<file path="src/pcfr_regs.svh">
// Purpose: constants for the fetch pointer and flag register block
// Assumes: one core clock, synchronous reset
// Notes:   flag positions follow the usual 8-bit core layout
`ifndef PCFR_REGS_SVH
`define PCFR_REGS_SVH
`define PCFR_RST_VEC_HI   16'hFFFF
`define PCFR_RST_VEC_LO   16'hFFFE
`define PCFR_BIT_C        0
`define PCFR_BIT_Z        1
`define PCFR_BIT_N        2
`define PCFR_BIT_I        3
`define PCFR_BIT_H        4
`define PCFR_BIT_V        7
`define PCFR_FIXED_ONES   8'h60
`define PCFR_RST_FLAGS    8'h68
`endif

</file>
<file path="src/pcfr_pkg.sv">
// Purpose: types for the fetch pointer and flag register block
// Assumes: nothing beyond the constants header
// Notes:   branch and ALU op codes are local to this block
package pcfr_pkg;
    typedef enum logic [3:0] {
        PCFR_BR_ALWAYS, PCFR_BR_NEVER, PCFR_BR_CC, PCFR_BR_CS,
        PCFR_BR_NE, PCFR_BR_EQ, PCFR_BR_PL, PCFR_BR_MI,
        PCFR_BR_HCC, PCFR_BR_HCS, PCFR_BR_LT, PCFR_BR_GE,
        PCFR_BR_LE, PCFR_BR_GT, PCFR_BR_LS, PCFR_BR_HI
    } pcfr_cond_t;
    typedef enum logic [1:0] {
        PCFR_ALU_NONE, PCFR_ALU_ADD, PCFR_ALU_SUB
    } pcfr_alu_t;
    typedef struct packed {
        pcfr_alu_t   op;
        logic        wide;
        logic        carry_in;
        logic [15:0] reg_opnd;
        logic [15:0] mem_opnd;
    } pcfr_alu_req_t;
endpackage

</file>
<file path="src/pcfr_core.sv">
// Purpose: next fetch pointer and flag register of an 8-bit core
// Assumes: decode pulses are one cycle; inputs synchronous to CLK
// Notes:   reset vector is fetched in two bus reads after reset
`include "pcfr_regs.svh"

module pcfr_core
    import pcfr_pkg::*;
(
    input  wire logic          CLK,
    input  wire logic          SRST,
    input  wire logic          FETCH,
    input  wire logic          FLOW_LOAD,
    input  wire logic [15:0]   FLOW_TARGET,
    input  wire logic [7:0]    MEM_RDATA,
    input  wire logic          INSN_END,
    input  wire logic          IRQ_PENDING,
    input  wire logic          IRQ_ENTRY,
    input  wire logic          MASK_SET,
    input  wire logic          MASK_CLEAR,
    input  wire logic          ACC_TO_FLAGS,
    input  wire logic [7:0]    ACC,
    input  wire logic          RETI_START,
    input  wire logic [7:0]    STACKED_FLAGS,
    input  wire logic          LOW_POWER,
    input  wire pcfr_alu_req_t ALU_REQ,
    input  wire pcfr_cond_t    BR_COND,
    output logic [15:0]        FETCH_ADDR,
    output logic               VEC_BUSY,
    output logic [7:0]         FLAGS,
    output logic [7:0]         FLAGS_TO_STACK,
    output logic               IRQ_TAKE
);
    logic [15:0] pc_q;
    logic [7:0]  flags_q;
    logic [1:0]  vec_q;
    logic        mask_d;
    logic        busy_q;
    logic        hold_q;
    logic [7:0]  vec_lo_q;
    logic [7:0]  stk_q;
    logic        take_q;
    logic        alu_v, alu_n, alu_z, alu_c, alu_h;
    logic [16:0] alu_res;
    logic        br_take;

    function automatic logic [7:0] pcfr_fix(input logic [7:0] v);
        pcfr_fix = v | `PCFR_FIXED_ONES;
    endfunction

    // ALU flag evaluation
    always_comb begin
        logic sa, sb, sr;
        sa = 1'b0;
        sb = 1'b0;
        sr = 1'b0;
        alu_h = 1'b0;
        if (ALU_REQ.op == PCFR_ALU_ADD) begin
            alu_res = {1'b0, ALU_REQ.reg_opnd} + {1'b0, ALU_REQ.mem_opnd}
                    + {16'h0000, ALU_REQ.carry_in};
            alu_h = ALU_REQ.reg_opnd[4] ^ ALU_REQ.mem_opnd[4]
                  ^ alu_res[4];
        end else begin
            alu_res = {1'b0, ALU_REQ.reg_opnd} - {1'b0, ALU_REQ.mem_opnd}
                    - {16'h0000, ALU_REQ.carry_in};
        end
        if (ALU_REQ.wide) begin
            sa = ALU_REQ.reg_opnd[15];
            sb = ALU_REQ.mem_opnd[15];
            sr = alu_res[15];
            alu_z = (alu_res[15:0] == 16'h0000);
            alu_c = alu_res[16];
        end else begin
            sa = ALU_REQ.reg_opnd[7];
            sb = ALU_REQ.mem_opnd[7];
            sr = alu_res[7];
            alu_z = (alu_res[7:0] == 8'h00);
            alu_c = ALU_REQ.reg_opnd[8] ^ ALU_REQ.mem_opnd[8] ^ alu_res[8];
        end
        alu_n = sr;
        if (ALU_REQ.op == PCFR_ALU_ADD) begin
            alu_v = (sa == sb) && (sr != sa);
        end else begin
            alu_v = (sa != sb) && (sr != sa);
        end
    end

    // Branch condition decode
    always_comb begin
        logic c, z, n, v, h;
        c = flags_q[`PCFR_BIT_C];
        z = flags_q[`PCFR_BIT_Z];
        n = flags_q[`PCFR_BIT_N];
        v = flags_q[`PCFR_BIT_V];
        h = flags_q[`PCFR_BIT_H];
        unique case (BR_COND)
            PCFR_BR_ALWAYS: br_take = 1'b1;
            PCFR_BR_NEVER:  br_take = 1'b0;
            PCFR_BR_CC:     br_take = !c;
            PCFR_BR_CS:     br_take = c;
            PCFR_BR_NE:     br_take = !z;
            PCFR_BR_EQ:     br_take = z;
            PCFR_BR_PL:     br_take = !n;
            PCFR_BR_MI:     br_take = n;
            PCFR_BR_HCC:    br_take = !h;
            PCFR_BR_HCS:    br_take = h;
            PCFR_BR_LT:     br_take = n ^ v;
            PCFR_BR_GE:     br_take = !(n ^ v);
            PCFR_BR_LE:     br_take = z | (n ^ v);
            PCFR_BR_GT:     br_take = !(z | (n ^ v));
            PCFR_BR_LS:     br_take = c | z;
            PCFR_BR_HI:     br_take = !(c | z);
        endcase
    end

    // Reset vector fetch sequencer, low byte then high byte
    always_ff @(posedge CLK) begin
        if (SRST) begin
            vec_q <= 2'd2;
        end else if (vec_q != 2'd0) begin
            vec_q <= vec_q - 2'd1;
        end
    end

    // Busy flag kept as a register so the output comes from a flop
    always_ff @(posedge CLK) begin
        if (SRST) begin
            busy_q <= 1'b1;
        end else if (vec_q == 2'd1) begin
            busy_q <= 1'b0;
        end
    end

    always_ff @(posedge CLK) begin
        if (SRST) begin
            vec_lo_q <= 8'h00;
        end else if (vec_q == 2'd2) begin
            vec_lo_q <= MEM_RDATA;
        end
    end

    // Fetch pointer; the block core waits while the vector loads
    always_ff @(posedge CLK) begin
        if (SRST) begin
            pc_q <= `PCFR_RST_VEC_LO;
        end else if (vec_q == 2'd2) begin
            pc_q <= `PCFR_RST_VEC_HI;
        end else if (vec_q == 2'd1) begin
            pc_q <= {MEM_RDATA, vec_lo_q};
        end else if (FLOW_LOAD) begin
            pc_q <= FLOW_TARGET;
        end else if (FETCH) begin
            pc_q <= pc_q + 16'h0001;
        end
    end

    // Next mask value; entry wins so the stacked copy keeps the old mask
    always_comb begin
        mask_d = flags_q[`PCFR_BIT_I];
        if (IRQ_ENTRY) begin
            mask_d = 1'b1;
        end else if (LOW_POWER) begin
            mask_d = 1'b0;
        end else if (RETI_START) begin
            mask_d = STACKED_FLAGS[`PCFR_BIT_I];
        end else if (ACC_TO_FLAGS) begin
            mask_d = ACC[`PCFR_BIT_I];
        end else if (MASK_SET) begin
            mask_d = 1'b1;
        end else if (MASK_CLEAR) begin
            mask_d = 1'b0;
        end
    end

    // Flag register; status bits keep their value through reset
    always_ff @(posedge CLK) begin
        if (RETI_START) begin
            flags_q[7] <= STACKED_FLAGS[7];
            flags_q[4] <= STACKED_FLAGS[4];
            flags_q[2:0] <= STACKED_FLAGS[2:0];
        end else if (ACC_TO_FLAGS) begin
            flags_q[7] <= ACC[7];
            flags_q[4] <= ACC[4];
            flags_q[2:0] <= ACC[2:0];
        end else if (ALU_REQ.op != PCFR_ALU_NONE) begin
            flags_q[`PCFR_BIT_V] <= alu_v;
            flags_q[`PCFR_BIT_N] <= alu_n;
            flags_q[`PCFR_BIT_Z] <= alu_z;
            flags_q[`PCFR_BIT_C] <= alu_c;
            if (ALU_REQ.op == PCFR_ALU_ADD) begin
                flags_q[`PCFR_BIT_H] <= alu_h;
            end
        end
        flags_q[6:5] <= 2'b11;
        if (SRST) begin
            flags_q[`PCFR_BIT_I] <= 1'b1;
        end else begin
            flags_q[`PCFR_BIT_I] <= mask_d;
        end
    end

    // Stacked copy taken before the mask is set
    always_ff @(posedge CLK) begin
        if (SRST) begin
            stk_q <= `PCFR_RST_FLAGS;
        end else if (!IRQ_ENTRY) begin
            stk_q <= pcfr_fix(flags_q);
        end
    end

    // A clear at a boundary protects one more instruction
    always_ff @(posedge CLK) begin
        if (SRST) begin
            hold_q <= 1'b0;
        end else if (INSN_END) begin
            hold_q <= (MASK_CLEAR | ACC_TO_FLAGS)
                    & flags_q[`PCFR_BIT_I] & !mask_d;
        end else if (LOW_POWER) begin
            hold_q <= 1'b0;
        end
    end

    // Old mask governs the boundary, so a late set lets one through
    always_ff @(posedge CLK) begin
        if (SRST) begin
            take_q <= 1'b0;
        end else begin
            take_q <= INSN_END & IRQ_PENDING & !flags_q[`PCFR_BIT_I]
                    & !hold_q & !LOW_POWER
                    & !busy_q;
        end
    end

    assign FETCH_ADDR = pc_q;
    assign VEC_BUSY = busy_q;
    assign FLAGS = pcfr_fix(flags_q);
    assign FLAGS_TO_STACK = stk_q;
    assign IRQ_TAKE = take_q;

    // Branch decision, registered for the assertions only; no output port carries it
    logic br_take_q;
    always_ff @(posedge CLK) begin
        if (SRST) begin
            br_take_q <= 1'b0;
        end else begin
            br_take_q <= br_take;
        end
    end
endmodule

</file>
<file path="config.mk">
export PLATFORM = sky130hd
export DESIGN_NAME = pcfr_core
export DESIGN_NICKNAME = d
export VERILOG_FILES = /design/src/pcfr_pkg.sv /design/src/pcfr_core.sv
export VERILOG_INCLUDE_DIRS = /design/src /design/src/src
export SDC_FILE = /design/constraint.sdc
export NUM_CORES = 1
export LEC_CHECK = 0
export ABC_AREA = 1
export BUFFER_PORTS_ARGS = -buffer_cell sky130_fd_sc_hd__buf_2
export CAP_MARGIN = 30
export CORE_MARGIN = 2
export CORE_UTILIZATION = 30
export DETAILED_ROUTE_END_ITERATION = 8
export PLACE_DENSITY = 0.57
export SETUP_SLACK_MARGIN = 0.2
export SYNTH_ARGS = -nofsm -noshare
export SYNTH_HDL_FRONTEND = slang
export SYNTH_SLANG_ARGS = --single-unit
</file>
<file path="constraint.sdc">
create_clock -name CLK -period 3.85 [get_ports CLK]
set_clock_uncertainty 0.15 [all_clocks]
set_input_delay 0.77 -clock CLK [delete_from_list [all_inputs] [get_ports CLK]]
set_output_delay 0.77 -clock CLK [all_outputs]
set_load 0.005 [all_outputs]
</file>
Word-level counts from Yosys, hierarchy flattened
Index checks and enable logic that the tools add are counted.
{"block": "totals", "register_bits": 41, "inputBits": 92, "out_inout_bits": 34}
{"block": "classes", "add_sub_neg": 6, "n_eq_ne": 6, "mux": 29, "bitwise_logic": 12, "reduce_logical": 18}
{"cell": "16-bit two-way mux", "n": 3}
{"cell": "1-bit two-way mux", "n": 22}
{"cell": "16-bit by 16-bit adder with 17-bit output", "n": 1}
{"cell": "17-bit by 1-bit adder with 17-bit output", "n": 1}
{"cell": "17-bit two-way mux", "n": 1}
{"cell": "16-bit by 16-bit subtractor with 17-bit output", "n": 1}
{"cell": "17-bit by 1-bit subtractor with 17-bit output", "n": 1}
{"cell": "16-bit by 1-bit adder with 16-bit output, second input constant", "n": 1}
{"cell": "16-bit zero test", "n": 1}
{"cell": "3-bit two-way mux", "n": 3}
{"cell": "3-bit nonzero test", "n": 3}
{"cell": "8-bit zero test", "n": 1}
{"cell": "1-bit bitwise AND", "n": 7}
{"cell": "2-bit nonzero test", "n": 3}
{"cell": "1-bit zero test", "n": 5}
{"cell": "2-bit by 1-bit == test with 1-bit output, second input constant", "n": 2}
{"cell": "4-bit nonzero test", "n": 1}
{"cell": "1-bit bitwise XOR", "n": 4}
{"cell": "2-bit == test, second input constant", "n": 1}
{"cell": "1-bit logical AND", "n": 2}
{"cell": "1-bit != test", "n": 2}
{"cell": "2-bit AND reduction", "n": 1}
{"cell": "2-bit OR reduction", "n": 1}
{"cell": "2-bit by 1-bit subtractor with 2-bit output, second input constant", "n": 1}
{"cell": "2 further kinds", "n": 2}

Depth between registers and ports, before layout
{"block": "logic_depth", "ltp_word": 10, "ltp_mapped": 24, "mapped_depth_nobuf": 24}

Least setup slack after synthesis
No wires, ideal clock.
{"block": "synth_timing", "path_kind": "input port to flip-flop", "start": "input ALU_REQ[16] in the netlist's numbering", "end": "register flags_q[0] (data pin)", "setup_ps": 257, "arrival_ps": 3069, "t_required_ps": 3443, "slack_ps": 374, "stages": 21, "cell_sequence": "inv_1 fa_1 inv_1 ha_1 nor2_1 inv_1 fa_1 inv_1 nand2_1 nand2_1 nand2_2 nand2_1 nand2_1 nand2_1 nand2_1 nand2_1 nand3b_1 o21ai_0 nand2_1 nand3_1 nand2_1"}
{"block": "synth_between", "elab_chain_len": 8, "elab_cells_between_ends": 10, "classes_between": "4 x add/sub; 5 x mux; 1 x bitwise"}
{"item": "start, declared", "line": "pcfr_core.sv:25", "text": "input wire pcfr_alu_req_t ALU_REQ,"}
{"item": "16-bit by 16-bit subtractor with 17-bit output / 16-bit by 16-bit adder with 17-bit output (equally long branches)", "line": "pcfr_core.sv:63, pcfr_core.sv:58"}
{"item": "17-bit by 1-bit subtractor with 17-bit output / 17-bit by 1-bit adder with 17-bit output (equally long branches)", "line": "pcfr_core.sv:64, pcfr_core.sv:59"}
{"item": "17-bit two-way mux *", "line": "pcfr_core.sv:57", "text": "if (ALU_REQ.op == PCFR_ALU_ADD) begin"}
{"item": "1-bit bitwise XOR", "line": "pcfr_core.sv:77", "text": "alu_c = ALU_REQ.reg_opnd[8] ^ ALU_REQ.mem_opnd[8] ^ alu_res[8];"}
{"item": "1-bit two-way mux *", "line": "pcfr_core.sv:66", "text": "if (ALU_REQ.wide) begin"}
{"item": "3-bit two-way mux *", "line": "pcfr_core.sv:184", "text": "end else if (ALU_REQ.op != PCFR_ALU_NONE) begin"}
{"item": "3-bit two-way mux *", "line": "pcfr_core.sv:180", "text": "end else if (ACC_TO_FLAGS) begin"}
{"item": "3-bit two-way mux *", "line": "pcfr_core.sv:176", "text": "if (RETI_START) begin"}
{"item": "end signal, assigned", "line": "pcfr_core.sv:179", "text": "flags_q[2:0] <= STACKED_FLAGS[2:0];"}
{"item": "end signal, assigned by index", "line": "pcfr_core.sv:185", "text": "flags_q[`PCFR_BIT_V] <= alu_v;"}
{"item": "end signal, assigned by index", "line": "pcfr_core.sv:186", "text": "flags_q[`PCFR_BIT_N] <= alu_n;"}
{"item": "end, declared", "line": "pcfr_core.sv:34", "text": "logic [7:0] flags_q;"}
Every way passes the cells marked *; elsewhere a longest branch is shown, timed or not. The select of a mux whose other input is x is not followed.
A chain may end at the register's enable or synchronous reset.

Final worst setup path
{"block": "layout_timing", "start": "input ALU_REQ[0] in the netlist's numbering", "end": "register flags_q[0] (data pin)"}
Same word-level chain as after synthesis.

==> flow_summary.toml <==
[die]
num_io_pins = 126
die_area_um2 = 16700
start_util = 0.309
row_count = 45
coreArea_um2 = 15300
die_h_um = 129
dieWidth_um = 129

[layout]
finalNetCount = 1022
drive_gt1_frac = 0.197
final_core_util = 0.372
design_area_um2 = 5680
antenna_cells = 0
syn_to_final_growth_pct = 20.4
layout.cells.non_filler = 1089

[logic_synthesis]
ys_seq_elements = 41
async_flop_share = 0
syn-cell-area_um2 = 4710
synth_seq_area_share = 0.185
synth_top_area_share = 0.173
yosys-top-cells-count = "217 x nand2_1, 128 x inv_1, 86 x nor2_1"
synth_top_area_cell = "nand2_1"
synth_flop_cell = "dfxtp_1"
synthTopCellsByArea = "nand2_1 17%, dfxtp_1 15%, ha_1 13%"
synth.avg_cell_area_um2 = 6.14
ys_warn_count = 0
yosysMostFrequentCell = "nand2_1"
yosysUniqueCellTypes = 42
syn_inst = 768
synth_edf_count = 5

[place]
port_buffers = 113
dp_hpwl_mm = 11.0
placed_cells = 1080
gp_congestion = 0.864
dpl_cell_area_um2 = 5480

[routing]
ant_nets = 0
vias = 4937
vias_per_cell = 4.53
m1WireLength_mm = 6.37
wl_per_cell_um = 12.0
finalWirelength_mm = 13.1
wl_met3_um = 653
met2RoutedLength_mm = 5.86
drcViolationCount = 0
top_layer = "met5"
drt_first_pass_iters = 4
drtIter0Drc = 220

[clock_tree]
clkTransAtPathRegs_ns = 0.06
cts_sinks = 41
htree_levels = 2
clkLatencyLatePin_ns = 0.28
cts_tree = "yes"
cts.path.max_buffers = 2
clock-root-buffer = "clkbuf_16"
cts_buffers = 5

[worst_setup_path]
path_common_cell = "nand2_1"
cp.depth = 21
worst_r2r_path_depth = 6
critPathMaxFanout = 4
slowest_delay_ns = 0.55
cp_slowest_cell = "fa_1"
crit_buf_inv = 4
cp.arrival_ns = 3.30
cp_cell_sequence = "buf_2 > fa_1 > inv_1 > ha_2 > nor2_4 > inv_2 > fa_2 > inv_1 > nand2_1 > nand2_1 > nand2_2 > nand2_1 > nand2_1 > nand2_2 > nand2_2 > nand2_1 > nand3b_1 > o21ai_0 > nand2_1 > nand3_1 > nand2_1"
path_class = "in2reg"
required_ns = 3.73
critPathCaptureType = "register"
crit_path_start_kind = "input pin"
cpLargestDelayFamily = "adder cells"

[timing]
setup_violations = 0
fin_setup_tns_ns = 0
fmax_mhz = 292
worst_pin_slew_ns = 0.683
finalWorstPathRequiredPeriod_ns = 3.42
finalCritPeriodShare = 0.890
finalHoldViolCount = 0
relSlewSlack = 0.542
slew_violations = 0
rsz0062_at_grt = "no"

[global_routing]
grt_use_total = 0.158
grt_antenna_before_repair = 1
grt_start_max_net_pins = 27
grt_pass1_vias = 4572
grt_overflow_total = 0
grt_pass1_wl_mm = 21.5

[power]
p_per_area_nw_per_um2 = 381
p_total_mw = 2.16
seqPwrFrac = 0.286
combPwrFrac = 0.499
power_frac_clock = 0.215
peakVddDrop_uv = 182
sw_frac_of_total = 0.418
leakagePower_nw = 3.03
switchingPower_mw = 0.904
power.internal_mw = 1.26

[worst_hold_path]
hold_depth = 1
hold_class = "reg2reg"

[flow_run]
maxCapViolCount = 0

[outcome]
status = "finished, final reports clean"
## cells by family after synthesis
logic type	Yosys count	share of synthesized area
and+or+nand+nor	398	0.368
adders and majority gates	53	0.147
AOI/OAI and AO/OA	96	0.128
buffers and inverters	157	0.131
other	1	0.000795
DFF	41	0.185
xor gates and xnor gates	22	0.0409
## routing by layer
| metal | global-route usage | up-vias |
|---|---|---|
| met3 | 0.0169 | 14 |
| met2 | 0.265 | 119 |
| met4 | 0.0339 | 2 |
| met1 | 0.220 | 2150 |
| met5 | 0 | - |
| li1 | - | 2652 |
## cell usage in the layout (no fill, tap or decap), types with 8 or more instances in the layout
master       n
o211ai_1    12
o21ai_0     29
nand3_2      8
a21oi_1     28
dfxtp_1     36
nor2_1      85
xnor2_1      9
buf_2      113
ha_1        48
inv_1      127
nand4_1     14
xor2_1      13
o2111ai_1   13
nand2_1    213
nand3_1     42
nand2_2     16
## per-stage QoR
stage / worst slack (ns) / hold slack [ns]
after floorplan: 0.374 / 0.279
after detailed placement: -0.0245 / 0.290
final: 0.425 / 0.301
after global routing: 0.207 / 0.338
after global placement: 0.0393 / 0.287
after CTS: 0.278 / 0.300
## area by class of cell
cell class,instances,area [um2]
Tap cell,211,264
Inverter,139,522
Clock buffer,8,168
Fill cell,1753,9580
Timing Repair Buffer,117,596
Multi-Input combinational cell,573,3260
Sequential cell,41,871
## sequential cells by signal, indices dropped and copies added (netlist names)
name,flops
FETCH_ADDR,16
vec_lo_q,8
FLAGS_TO_STACK,6
flags_q,6
vec_q,2
IRQ_TAKE,1
VEC_BUSY,1
hold_q,1
## power by group through the flow
stage / registers [mW] / logic, mW / clock network, mW
4_1_cts: 0.619 / 1.08 / 0.479
3_5_place_dp: 0.628 / 1.07 / 0
3_3_place_gp: 0.627 / 1.07 / 0
5_1_grt: 0.632 / 1.25 / 0.495
6_report: 0.619 / 1.08 / 0.465
2_1_floorplan: 0.618 / 0.780 / 0
## final timing paths
path	from	end	slack (ns)
hold reg to reg	VEC_BUSY$_SDFFE_PP1P_	IRQ_TAKE$_SDFF_PP0_	0.30
setup reg to reg	vec_q[1]$_SDFFE_PP1P_	FETCH_ADDR[1]$_SDFFE_PP1P_	1.29
setup / recovery	ALU_REQ[0]	flags_q[0]$_DFFE_PP_	0.43
hold / removal	VEC_BUSY$_SDFFE_PP1P_	IRQ_TAKE$_SDFF_PP0_	0.30
## repair_timing
item / CTS / global route
setup buffers: 0 / 1
hold buffers: 0 / 0
endpoints found under the setup margin: 0 / 2
hold endpoints to repair: 0 / 0
resized for setup: 0 / 9
Power figures use the tool's default switching activity.
